[src/common/switch_cfg_pkg.sv]
// Package with the register map, field layout and timing constants of the switch config bank.
package switch_cfg_pkg;
    // Register indexes; the byte address on the bus is four times the index.
    localparam logic [7:0] IDX_PULSE_TIMING = 8'h1f;  // Activation time setting.
    localparam logic [7:0] IDX_PULSE_ENABLE = 8'h20;  // Per-input pulse current enable.
    localparam logic [7:0] IDX_THRESH       = 8'h21;  // Comparator threshold select.
    localparam logic [7:0] IDX_SWITCH_STATE = 8'h24;  // Registered comparator results.
    // Bus geometry.
    localparam int ADDR_W = 12;                        // Byte address width.
    localparam int DATA_W = 32;                        // Bus data width.
    localparam int NUM_IN = 24;                        // Switch inputs.
    localparam int GROUP  = 4;                         // Inputs sharing one threshold field.
    // Field layout.
    localparam int THR_W    = 12;                      // Writable threshold bits 11-0.
    localparam int TIME_LSB = 4;                       // Activation time field bits 6-4.
    localparam int TIME_W   = 3;                       // Width of the activation time field.
    // Values after reset.
    localparam logic [NUM_IN-1:0] ENABLE_RESET = 24'h000000;
    localparam logic [THR_W-1:0]  THRESH_RESET = 12'h000;
    localparam logic [TIME_W-1:0] TIME_RESET   = 3'h0;
    // One activation step is 64 us; the clock runs at 50 MHz.
    localparam int PULSE_STEP_US = 64;
    localparam int CLK_MHZ       = 50;
    localparam int STEP_CYCLES   = PULSE_STEP_US * CLK_MHZ;
    localparam int CNT_W         = 16;                 // Holds eight steps of cycles.
    // Pulse sequencer states.
    typedef enum logic [0:0] {PULSE_IDLE, PULSE_ACTIVE} pulse_state_t;
    // Registered bus answer.
    typedef struct packed {
        logic [DATA_W-1:0] rdata;                      // Read data.
        logic              ready;                      // Access phase completion.
        logic              slverr;                     // Unmapped address flag.
    } apb_resp_t;
endpackage : switch_cfg_pkg

[src/rtl/switch_threshold_config.sv]
// Register bank for pulse current enables, pulse timing and comparator thresholds.
//
// Register access over APB is this design's own decision.
`timescale 1ns/1ps
// Operation
// - Enable bits 0-23 switch pulse current per input.
// - Threshold register at 21h, 12 bits, resets zero.
// - Codes 0-3 select 2, 2.7, 3, 4 V.
// - Bits 11-10 inputs 20-23, 9-8 inputs 16-19.
// - Bits 7-6 inputs 12-15, 5-4 inputs 8-11.
// - Bits 3-2 inputs 4-7, 1-0 inputs 0-3.
// - Threshold bits 23-12 read zero, ignore writes.
// - Pulse lasts 64 us per step, up to 512.
module switch_threshold_config
    import switch_cfg_pkg::*;
#(
    parameter int STEP_CYC = STEP_CYCLES               // Cycles in one 64 us step.
) (
    input  wire logic                  CLK,
    input  wire logic                  RSTN,
    input  wire logic                  CE,
    input  wire logic                  PSEL,
    input  wire logic                  PENABLE,
    input  wire logic                  PWRITE,
    input  wire logic [ADDR_W-1:0]     PADDR,
    input  wire logic [DATA_W-1:0]     PWDATA,
    output logic      [DATA_W-1:0]     PRDATA,
    output logic                       PREADY,
    output logic                       PSLVERR,
    input  wire logic                  PULSE_START,
    input  wire logic [NUM_IN-1:0]     COMP_RAW,
    output logic      [2*NUM_IN-1:0]   LEVEL_SELECT,
    output logic      [NUM_IN-1:0]     PULSE_CURRENT,
    output logic      [NUM_IN-1:0]     SWITCH_STATE
);
    // Software-visible registers.
    logic [NUM_IN-1:0]     pulse_current_input_enable;   // Per-input pulse enables.
    logic [THR_W-1:0]      comparator_threshold_select;  // Six 2-bit group codes.
    logic [TIME_W-1:0]     pulse_activation_time;        // Pulse length in 64 us steps.
    logic [NUM_IN-1:0]     next_enable;
    logic [THR_W-1:0]      next_thresh;
    logic [TIME_W-1:0]     next_time;
    // Bus answer registers.
    apb_resp_t             resp;
    apb_resp_t             next_resp;
    // Pulse sequencer state.
    pulse_state_t          state;
    pulse_state_t          next_state;
    logic [CNT_W-1:0]      cnt;
    logic [CNT_W-1:0]      next_cnt;
    logic [CNT_W-1:0]      limit;                        // Cycles in the selected pulse.
    // Comparator synchroniser and outputs.
    logic [NUM_IN-1:0]     sync1;
    logic [NUM_IN-1:0]     sync2;
    logic [NUM_IN-1:0]     sync3;
    logic [NUM_IN-1:0]     next_switch;
    logic [2*NUM_IN-1:0]   next_level;
    logic [NUM_IN-1:0]     next_pulse;
    // Decode helpers.
    logic [7:0]            idx;
    logic                  aligned;
    logic                  do_write;

    assign idx      = PADDR[9:2];
    assign aligned  = (PADDR[1:0] == 2'h0) && (PADDR[ADDR_W-1:10] == 2'h0);
    // A write lands only at the completing edge of the access phase.
    assign do_write = PSEL && PENABLE && PWRITE && resp.ready;
    assign limit    = CNT_W'((int'(pulse_activation_time) + 1) * STEP_CYC);

    // Computes next register contents from bus writes.
    always_comb begin
        next_enable = pulse_current_input_enable;
        next_thresh = comparator_threshold_select;
        next_time   = pulse_activation_time;
        if (do_write && aligned) begin
            // Each enable bit is read/write and drives its own input.
            if (idx == IDX_PULSE_ENABLE) begin
                next_enable = PWDATA[NUM_IN-1:0];
            end
            // Only bits 11-0 are stored; the reserved upper bits are dropped.
            if (idx == IDX_THRESH) begin
                next_thresh = PWDATA[THR_W-1:0];
            end
            // Activation time field sits in bits 6-4.
            if (idx == IDX_PULSE_TIMING) begin
                next_time = PWDATA[TIME_LSB +: TIME_W];
            end
        end
    end

    // Computes the bus answer during the setup cycle.
    always_comb begin
        next_resp        = '0;
        if (PSEL && !PENABLE) begin
            next_resp.ready = 1'b1;
            // Unaligned or unknown addresses answer with an error.
            if (!aligned) begin
                next_resp.slverr = 1'b1;
            end else if (idx == IDX_PULSE_ENABLE) begin
                next_resp.rdata = {8'h00, pulse_current_input_enable};
            end else if (idx == IDX_THRESH) begin
                next_resp.rdata = {20'h00000, comparator_threshold_select};
            end else if (idx == IDX_PULSE_TIMING) begin
                next_resp.rdata = {25'h0000000, pulse_activation_time, 4'h0};
            end else if (idx == IDX_SWITCH_STATE) begin
                next_resp.rdata = {8'h00, SWITCH_STATE};
            end else begin
                next_resp.slverr = 1'b1;
            end
        end
    end

    // Steps the pulse sequencer from a start tick through the selected time.
    always_comb begin
        next_state = state;
        next_cnt   = cnt;
        case (state)
            PULSE_IDLE: begin
                // A start tick opens a pulse window.
                if (PULSE_START) begin
                    next_state = PULSE_ACTIVE;
                    next_cnt   = '0;
                end
            end
            PULSE_ACTIVE: begin
                // The window closes after (code + 1) steps of 64 us.
                if (cnt == limit - CNT_W'(1)) begin
                    next_state = PULSE_IDLE;
                    next_cnt   = '0;
                end else begin
                    next_cnt = cnt + CNT_W'(1);
                end
            end
            default: begin
                next_state = PULSE_IDLE;
                next_cnt   = '0;
            end
        endcase
        // Current flows only on enabled inputs while the window is open.
        next_pulse = (next_state == PULSE_ACTIVE) ? pulse_current_input_enable : '0;
    end

    // Expands each group code onto its four inputs and qualifies comparator results.
    genvar g;
    generate
        for (g = 0; g < NUM_IN; g++) begin : g_input
            // Input g takes the code of group g/4: bits 2*(g/4)+1 and 2*(g/4).
            always_comb begin
                next_level[2*g +: 2] = comparator_threshold_select[2*(g/GROUP) +: 2];
                // A comparator change counts once the second and third stages agree.
                next_switch[g] = (sync2[g] == sync3[g]) ? sync3[g] : SWITCH_STATE[g];
            end
        end
    endgenerate

    // Registers all state; reset wins, then the clock enable freezes everything.
    always_ff @(posedge CLK) begin
        if (!RSTN) begin
            pulse_current_input_enable  <= ENABLE_RESET;
            comparator_threshold_select <= THRESH_RESET;
            pulse_activation_time       <= TIME_RESET;
            resp                        <= '0;
            state                       <= PULSE_IDLE;
            cnt                         <= '0;
            sync1                       <= '0;
            sync2                       <= '0;
            sync3                       <= '0;
            SWITCH_STATE                <= '0;
            LEVEL_SELECT                <= '0;
            PULSE_CURRENT               <= '0;
        end else if (CE) begin
            pulse_current_input_enable  <= next_enable;
            comparator_threshold_select <= next_thresh;
            pulse_activation_time       <= next_time;
            resp                        <= next_resp;
            state                       <= next_state;
            cnt                         <= next_cnt;
            sync1                       <= COMP_RAW;
            sync2                       <= sync1;
            sync3                       <= sync2;
            SWITCH_STATE                <= next_switch;
            LEVEL_SELECT                <= next_level;
            PULSE_CURRENT               <= next_pulse;
        end
    end

    assign PRDATA  = resp.rdata;
    assign PREADY  = resp.ready;
    assign PSLVERR = resp.slverr;
endmodule : switch_threshold_config

[config.mk]
export PLATFORM = sky130hd
export DESIGN_NAME = switch_threshold_config
export DESIGN_NICKNAME = d
export VERILOG_FILES = /design/src/common/switch_cfg_pkg.sv /design/src/rtl/switch_threshold_config.sv
export SDC_FILE = /design/constraint.sdc
export NUM_CORES = 1
export LEC_CHECK = 0
export ABC_CLOCK_PERIOD_IN_PS = 3390
export CORE_MARGIN = 5
export CORE_UTILIZATION = 57
export DETAILED_ROUTE_END_ITERATION = 10
export DONT_BUFFER_PORTS = 1
export PLACE_DENSITY = 0.79
export SLEW_MARGIN = 10
export SYNTH_ARGS = -nofsm -noshare
export SYNTH_HDL_FRONTEND = slang
export SYNTH_SLANG_ARGS = --single-unit
[constraint.sdc]
create_clock -name CLK -period 3.39 [get_ports CLK]
set_input_delay 0.1695 -clock CLK [delete_from_list [all_inputs] [get_ports CLK]]
set_output_delay 0.1695 -clock CLK [all_outputs]
set_load 0.02 [all_outputs]
==> metrics.csv, run 1 <==
metric;value;unit
status;finished, final reports clean;
grt_pass1_wl;37.8;mm
worstMarginPinSlew;1.10;ns
via_per_inst;5.74;
syn-cell-area;0.00902;mm²
grt_max_degree;84;
synth_flop_cell;dfxtp_1;
core;0.0157;mm²
portBuffers;0;
die_w;136;µm
reg2reg_from;pulse_activation_time[0];
drt-total-wl;24.5;mm
start_util;57.4;%
multi_input_comb_area;0.00418;mm²
reg2reg_slack;0.12;ns
critPathMaxStageDelay;0.37;ns
synth_edf_count;0;
numCtsBuffers;22;
power.switching;0.00121;W
required;3.78;ns
die_y;136;µm
yosysTopAreaCell;dfxtp_1;
netlist.area_leader.share;47.5;%
worstSetupPathType;flop to flop;
swShare;21.8;%
synth_common_cells;dfxtp_1 (214), nor2_1 (132), nand2_1 (127);
async_reset_ff_share;0;%
worstRegToRegCells;14;
antenna_cells;0;
fp-row-count;46;
nets;1113;
wl_per_cell;19.5;µm
min_period;3.27;ns
synthToLayoutAreaGrowth;17.7;%
worstPathMaxFanout;6;
pin_count;205;
setup_viol;0;
cts.sinks;214;
first_pass_iters;6;
worst_slack;0.123;ns
synth.area.top_cells;dfxtp_1 (47%), mux2i_1 (10%), nor2_1 (5.5%);
seq_power_share;46.6;%
antenna_found_initial;0;
vias;7226;
pre_cts_slack;-0.241;ns
htreeDepth;1;
yosysSeqAreaShare;47.5;%
reg2reg_to;PULSE_CURRENT[12];
crit_chain;inv_1, ha_1, inv_2, ha_4, fa_2, xor2_2, nor4b_2, xnor2_1, nand2_1, nor4b_4, buf_4, a211oi_4, clkbuf_16, a22o_1;
dieArea;0.0184;mm²
irDropWorstVdd;0.000476;V
pwr-share-clk;48.0;%
ys_seq_elements;214;
cellLeakagePower;4.16;nW
synth_cells;996;
hold_class;input port to flop;
antenna_left;0;
crit_slowest_cell;dfxtp_4;
min_from;CE;
worstSetupStartpointType;flop;
cts_root_buf;clkbuf_16;
crit_path_end_kind;flop;
p_comb_share;5.3;%
hold_ws;0.0182;ns
grt_setup_unrepaired;no;
syn-mean-instance-area;9.06;µm²
dp_hpwl;14.7;mm
startpoint;pulse_activation_time[0];
holdPathStages;4;
grt_overflow;0;
final-seq-area;0.00429;mm²
final-hold-violation-count;0;
grt_pass1_vias;6685;
fin_util;67.6;%
clock_path_buffers;3;
gp_congestion;0.892;
drv_cap;0;
clock.fmax;0.306;GHz
cts.reportedPaths.clkPinSlew;0.06;ns
intPower;0.00432;W
drc;0;
clk_latency;0.50;ns
skew;0.00920;ns
cts_tree;built;
final_max_slew_viol_count;0;
p_per_area;520;mW/mm²
fin_crit_sh;96.4;%
grt.total_usage;25.9;%
drtIter0Drc;675;
relSlewSlack;26.0;%
hold_end;cnt[6];
yosysMostFrequentCell;dfxtp_1;
crit_arrival;3.65;ns
n_fill_cell;1183;
drive_gt1_share;8.83;%
yosysUniqueCellTypes;59;
yosys_warnings;0;
[routing by layer]
metal,track usage [%],routed length [µm]
met1,34.3,10100
met3,6.22,2170
met5,0,0
met4,7.28,773
met2,42.4,11500
[placed cells by master (no fill, tap or decap), drive strengths merged, types with 15 or more instances in the layout]
cell type	instances
a21o	15
a21oi	100
a22o	24
buf	22
clkbuf	29
dfxtp	214
dlygate4sd3	76
inv	19
mux2i	91
nand2	128
nor2	134
o21ai	33
[cells by family after synthesis]
kind of cell | share of synthesized area [%]
flip-flops | 47.5
buffers and inverters | 7.50
adder cells (fa/ha/maj) | 1.75
XOR/XNOR | 2.68
AND/OR/NAND/NOR | 15.5
multiplexers | 10.1
other | 0.0416
AO/OA/AOI/OAI | 14.9
[through the flow]
step	instances	cell area (µm²)	TNS (ns)	power (W)
detailed placement	1134	8850	-5.37	0.00279
global route	1258	10600	0	0.00568
global placement	1134	8850	-3.59	0.00278
CTS	1255	10500	0	0.00553
finish	1258	10600	0	0.00552
floorplan	1004	9050	0	0.00279
[critical path, delay by kind of cell, from the launching register on]
family | cells | cell delay (ns)
fa+ha+maj | 3 | 0.87
compound gates | 2 | 0.31
buf+inv | 4 | 0.55
simple gates | 3 | 0.68
xor+xnor | 2 | 0.37
flops | 1 | 0.37
[cell type report]
cell class / count / area share, %
multi-input combinational: 670 / 39.4
sequential: 214 / 40.4
clock buffer: 28 / 5.97
clock inverter: 12 / 1.65
timing repair buffer: 99 / 9.37
inverter: 19 / 0.695
tap: 216 / 2.54
[power by group through the flow]
stage          sequential, W  clock (W)  combinational (W)
2_1_floorplan        0.00262          0           0.000172
3_3_place_gp         0.00263          0           0.000153
3_5_place_dp         0.00263          0           0.000157
4_1_cts              0.00258    0.00268           0.000280
5_1_grt              0.00258    0.00278           0.000318
6_report             0.00258    0.00265           0.000294
[flip-flops by register name (all words and copies together) (netlist names)]
name                         cells
LEVEL_SELECT                    12
PRDATA                          24
PREADY                           1
PSLVERR                          1
PULSE_CURRENT                   24
SWITCH_STATE                    24
cnt                             16
comparator_threshold_select     12
pulse_activation_time            3
pulse_current_input_enable      24
state                            1
sync1                           24
sync2                           24
sync3                           24
[timing repair]
| item | CTS | global route |
|---|---|---|
| hold buffers | 77 | 0 |
| resized for setup | 3 | 13 |
| setup buffers | 3 | 2 |
| hold endpoints to repair | 167 | 0 |
| gates cloned | 1 | 1 |
| pin swaps | 2 | 7 |
| setup endpoints to repair | 24 | 25 |
[worst max-delay path by stage]
stage,endpoint,slack (ns),depth (start not counted)
after floorplan,PULSE_CURRENT[10],0.03,14
after global placement,PULSE_CURRENT[9],-0.15,11
after detailed placement,PULSE_CURRENT[15],-0.24,11
after CTS,PULSE_CURRENT[1],0.04,12
after global routing,PULSE_CURRENT[5],0.002,14
final,PULSE_CURRENT[12],0.12,14
No activity file was read; power rests on OpenSTA's default activity.
==> inputs of run 2 (changes only) <==
- BUFFER_PORTS_ARGS: not set -> -buffer_cell sky130_fd_sc_hd__buf_2
- CORE_UTILIZATION: 57 -> 49
- DONT_BUFFER_PORTS: 1 -> not set
- PLACE_DENSITY: 0.79 -> 0.8
==> run 2 against run 1 <==
Compared with the run above:
- hold slack gained 0.043 ns
- sequential cell count is the same
- highest routed layer unchanged
- final cell count grew 14%
- critical path depth shrank 1
- power shrank 4.7%
- via count grew 7.6%
- global-route usage shrank 4.0 points
- largest cell class unchanged
- sequential share of layout area shrank 2.5 points
- routed wire length grew 0.59%
- core utilization shrank 4.7 points
- die area grew 15%
- sequential power is essentially flat
==> metrics.csv, run 2 (synthesis gave the netlist of run 1 again) <==
metric;value;unit
setup_viol;0;
synthToLayoutAreaGrowth;25.6;%
portBuffers;188;
irDropWorstVdd;0.000375;V
final-hold-violation-count;0;
mostFrequentLayoutCell;dfxtp_1;
reg2reg_slack;0.06;ns
cts.sinks;214;
required;3.79;ns
grt_setup_unrepaired;yes;
numCtsBuffers;23;
wl_per_cell;17.1;µm
antenna_left;0;
gp_congestion;0.888;
final_max_slew_viol_count;0;
reg2reg_to;PULSE_CURRENT[7];
grt_max_degree;91;
htreeDepth;1;
clock.fmax;0.300;GHz
worstRegToRegCells;13;
nets;1280;
dp_hpwl;16.2;mm
start_util;50.1;%
fp-row-count;49;
cts.reportedPaths.clkPinSlew;0.06;ns
hold_class;input port to flop;
core;0.0180;mm²
p_per_area;464;mW/mm²
drive_gt1_share;23.9;%
clock_path_buffers;3;
fin_crit_sh;98.3;%
grt_pass1_vias;7493;
drv_cap;0;
die_w;146;µm
worstSetupPathType;flop to flop;
placed_cell_area;0.00985;mm²
worstMarginPinSlew;1.12;ns
vias;7776;
crit_path_end_kind;flop;
grt_pass1_wl;39.2;mm
cts_root_buf;clkbuf_16;
power.total;0.00526;W
worstSetupStartpointType;flop;
drc;0;
cts_tree;built;
final_cell_area;0.0113;mm²
cellLeakagePower;5.01;nW
grt.total_usage;21.9;%
die_y;146;µm
clk_latency;0.51;ns
relSlewSlack;24.6;%
first_pass_iters;6;
min_from;RSTN;
hold_ws;0.0608;ns
drtIter0Drc;578;
crit_arrival;3.73;ns
min_period;3.33;ns
status;finished, final reports clean;
most-common-layout-cells;dfxtp_1 (212), buf_2 (187), nor2_1 (131);
skew;0.0127;ns
pin_count;205;
dieArea;0.0212;mm²
reg2reg_from;pulse_activation_time[1];
n_fill_cell;1475;
worstPathMaxFanout;6;
antenna_found_initial;1;
via_per_inst;5.40;
drt-total-wl;24.7;mm
holdPathStages;2;
grt_overflow;0;
hold_end;cnt[14];
[run 2: changes by cell type in the layout (fill, tap and decap cells not counted), moves of 3 or more]
cell           before  now
ha_4                3    6
bufinv_16           4    0
clkinv_2            3    7
buf_2               0  187
dlygate4sd3_1      76   50
ha_1                8    5
clkbuf_1            1    4
buf_4              17   25
[run 2: timing repair]
action	4_1_cts	5_1_grt
hold buffers	50	0
pin swaps	2	13
hold endpoints to repair	65	0
setup buffers	3	2
setup endpoints to repair	24	24
gates cloned	1	1
gates resized for setup	3	22
[run 2: worst max-delay path by stage]
stage                             start           endpoint  cells after the start  slack (ns)
2_1_floorplan  pulse_activation_time[0]  PULSE_CURRENT[10]                     14        0.03
3_3_place_gp   pulse_activation_time[0]  PULSE_CURRENT[19]                     11       -0.20
3_5_place_dp   pulse_activation_time[0]  PULSE_CURRENT[21]                     11       -0.29
5_1_grt        pulse_activation_time[1]  PULSE_CURRENT[15]                     13       -0.07
4_1_cts        pulse_activation_time[1]  PULSE_CURRENT[21]                     16        0.02
6_report       pulse_activation_time[1]   PULSE_CURRENT[7]                     13        0.06
[run 2: layout make-up]
class                      instances  area [µm²]  share of cell area, %
antenna                            1        2.50                 0.0221
clock buffer                      32         659                   5.82
clock inverter                    10        71.3                  0.629
inverter                          19        73.8                  0.651
multi-input combinational        670        4270                   37.7
sequential                       214        4290                   37.9
tap                              229         287                   2.53
timing repair buffer             265        1680                   14.8
[run 2: power by group]
part,internal [W],switching (W),leakage (nW)
clock,0.00137,0.00102,0.366
combinational,0.000131,0.000171,2.91
sequential,0.00255,0.0000244,1.73
[run 2: through the flow]
stage	utilization [%]	TNS, ns	setup slack [ns]	instances
after floorplan	-	0	0.0262	1004
after global placement	54.6	-4.67	-0.197	1340
after detailed placement	54.6	-6.38	-0.286	1340
after CTS	61.8	0	0.0230	1436
after global routing	62.9	-1.18	-0.0681	1440
final	62.9	0	0.0592	1440
[run 2: per-layer routing]
metal | track usage, % | part of all wire [%] | wire length [µm] | up-vias
met1 | 29.3 | 43 | 10600 | 3638
met2 | 35.0 | 46 | 11500 | 321
met5 | 0 | 0 | 0 | -
li1 | - | - | - | 3757
met3 | 4.48 | 7.4 | 1830 | 60
met4 | 8.30 | 3.4 | 829 | 0
[run 2: critical path: stages, from the launching register on]
cell       delay (ns)
dfxtp_4          0.37
ha_4             0.17
xor2_4           0.24
ha_4             0.25
fa_2             0.39
xor2_4           0.22
nor4b_4          0.30
xnor2_2          0.16
nand2_1          0.11
nor4b_4          0.29
buf_4            0.17
a211oi_4         0.09
clkbuf_16        0.23
a22o_1           0.22
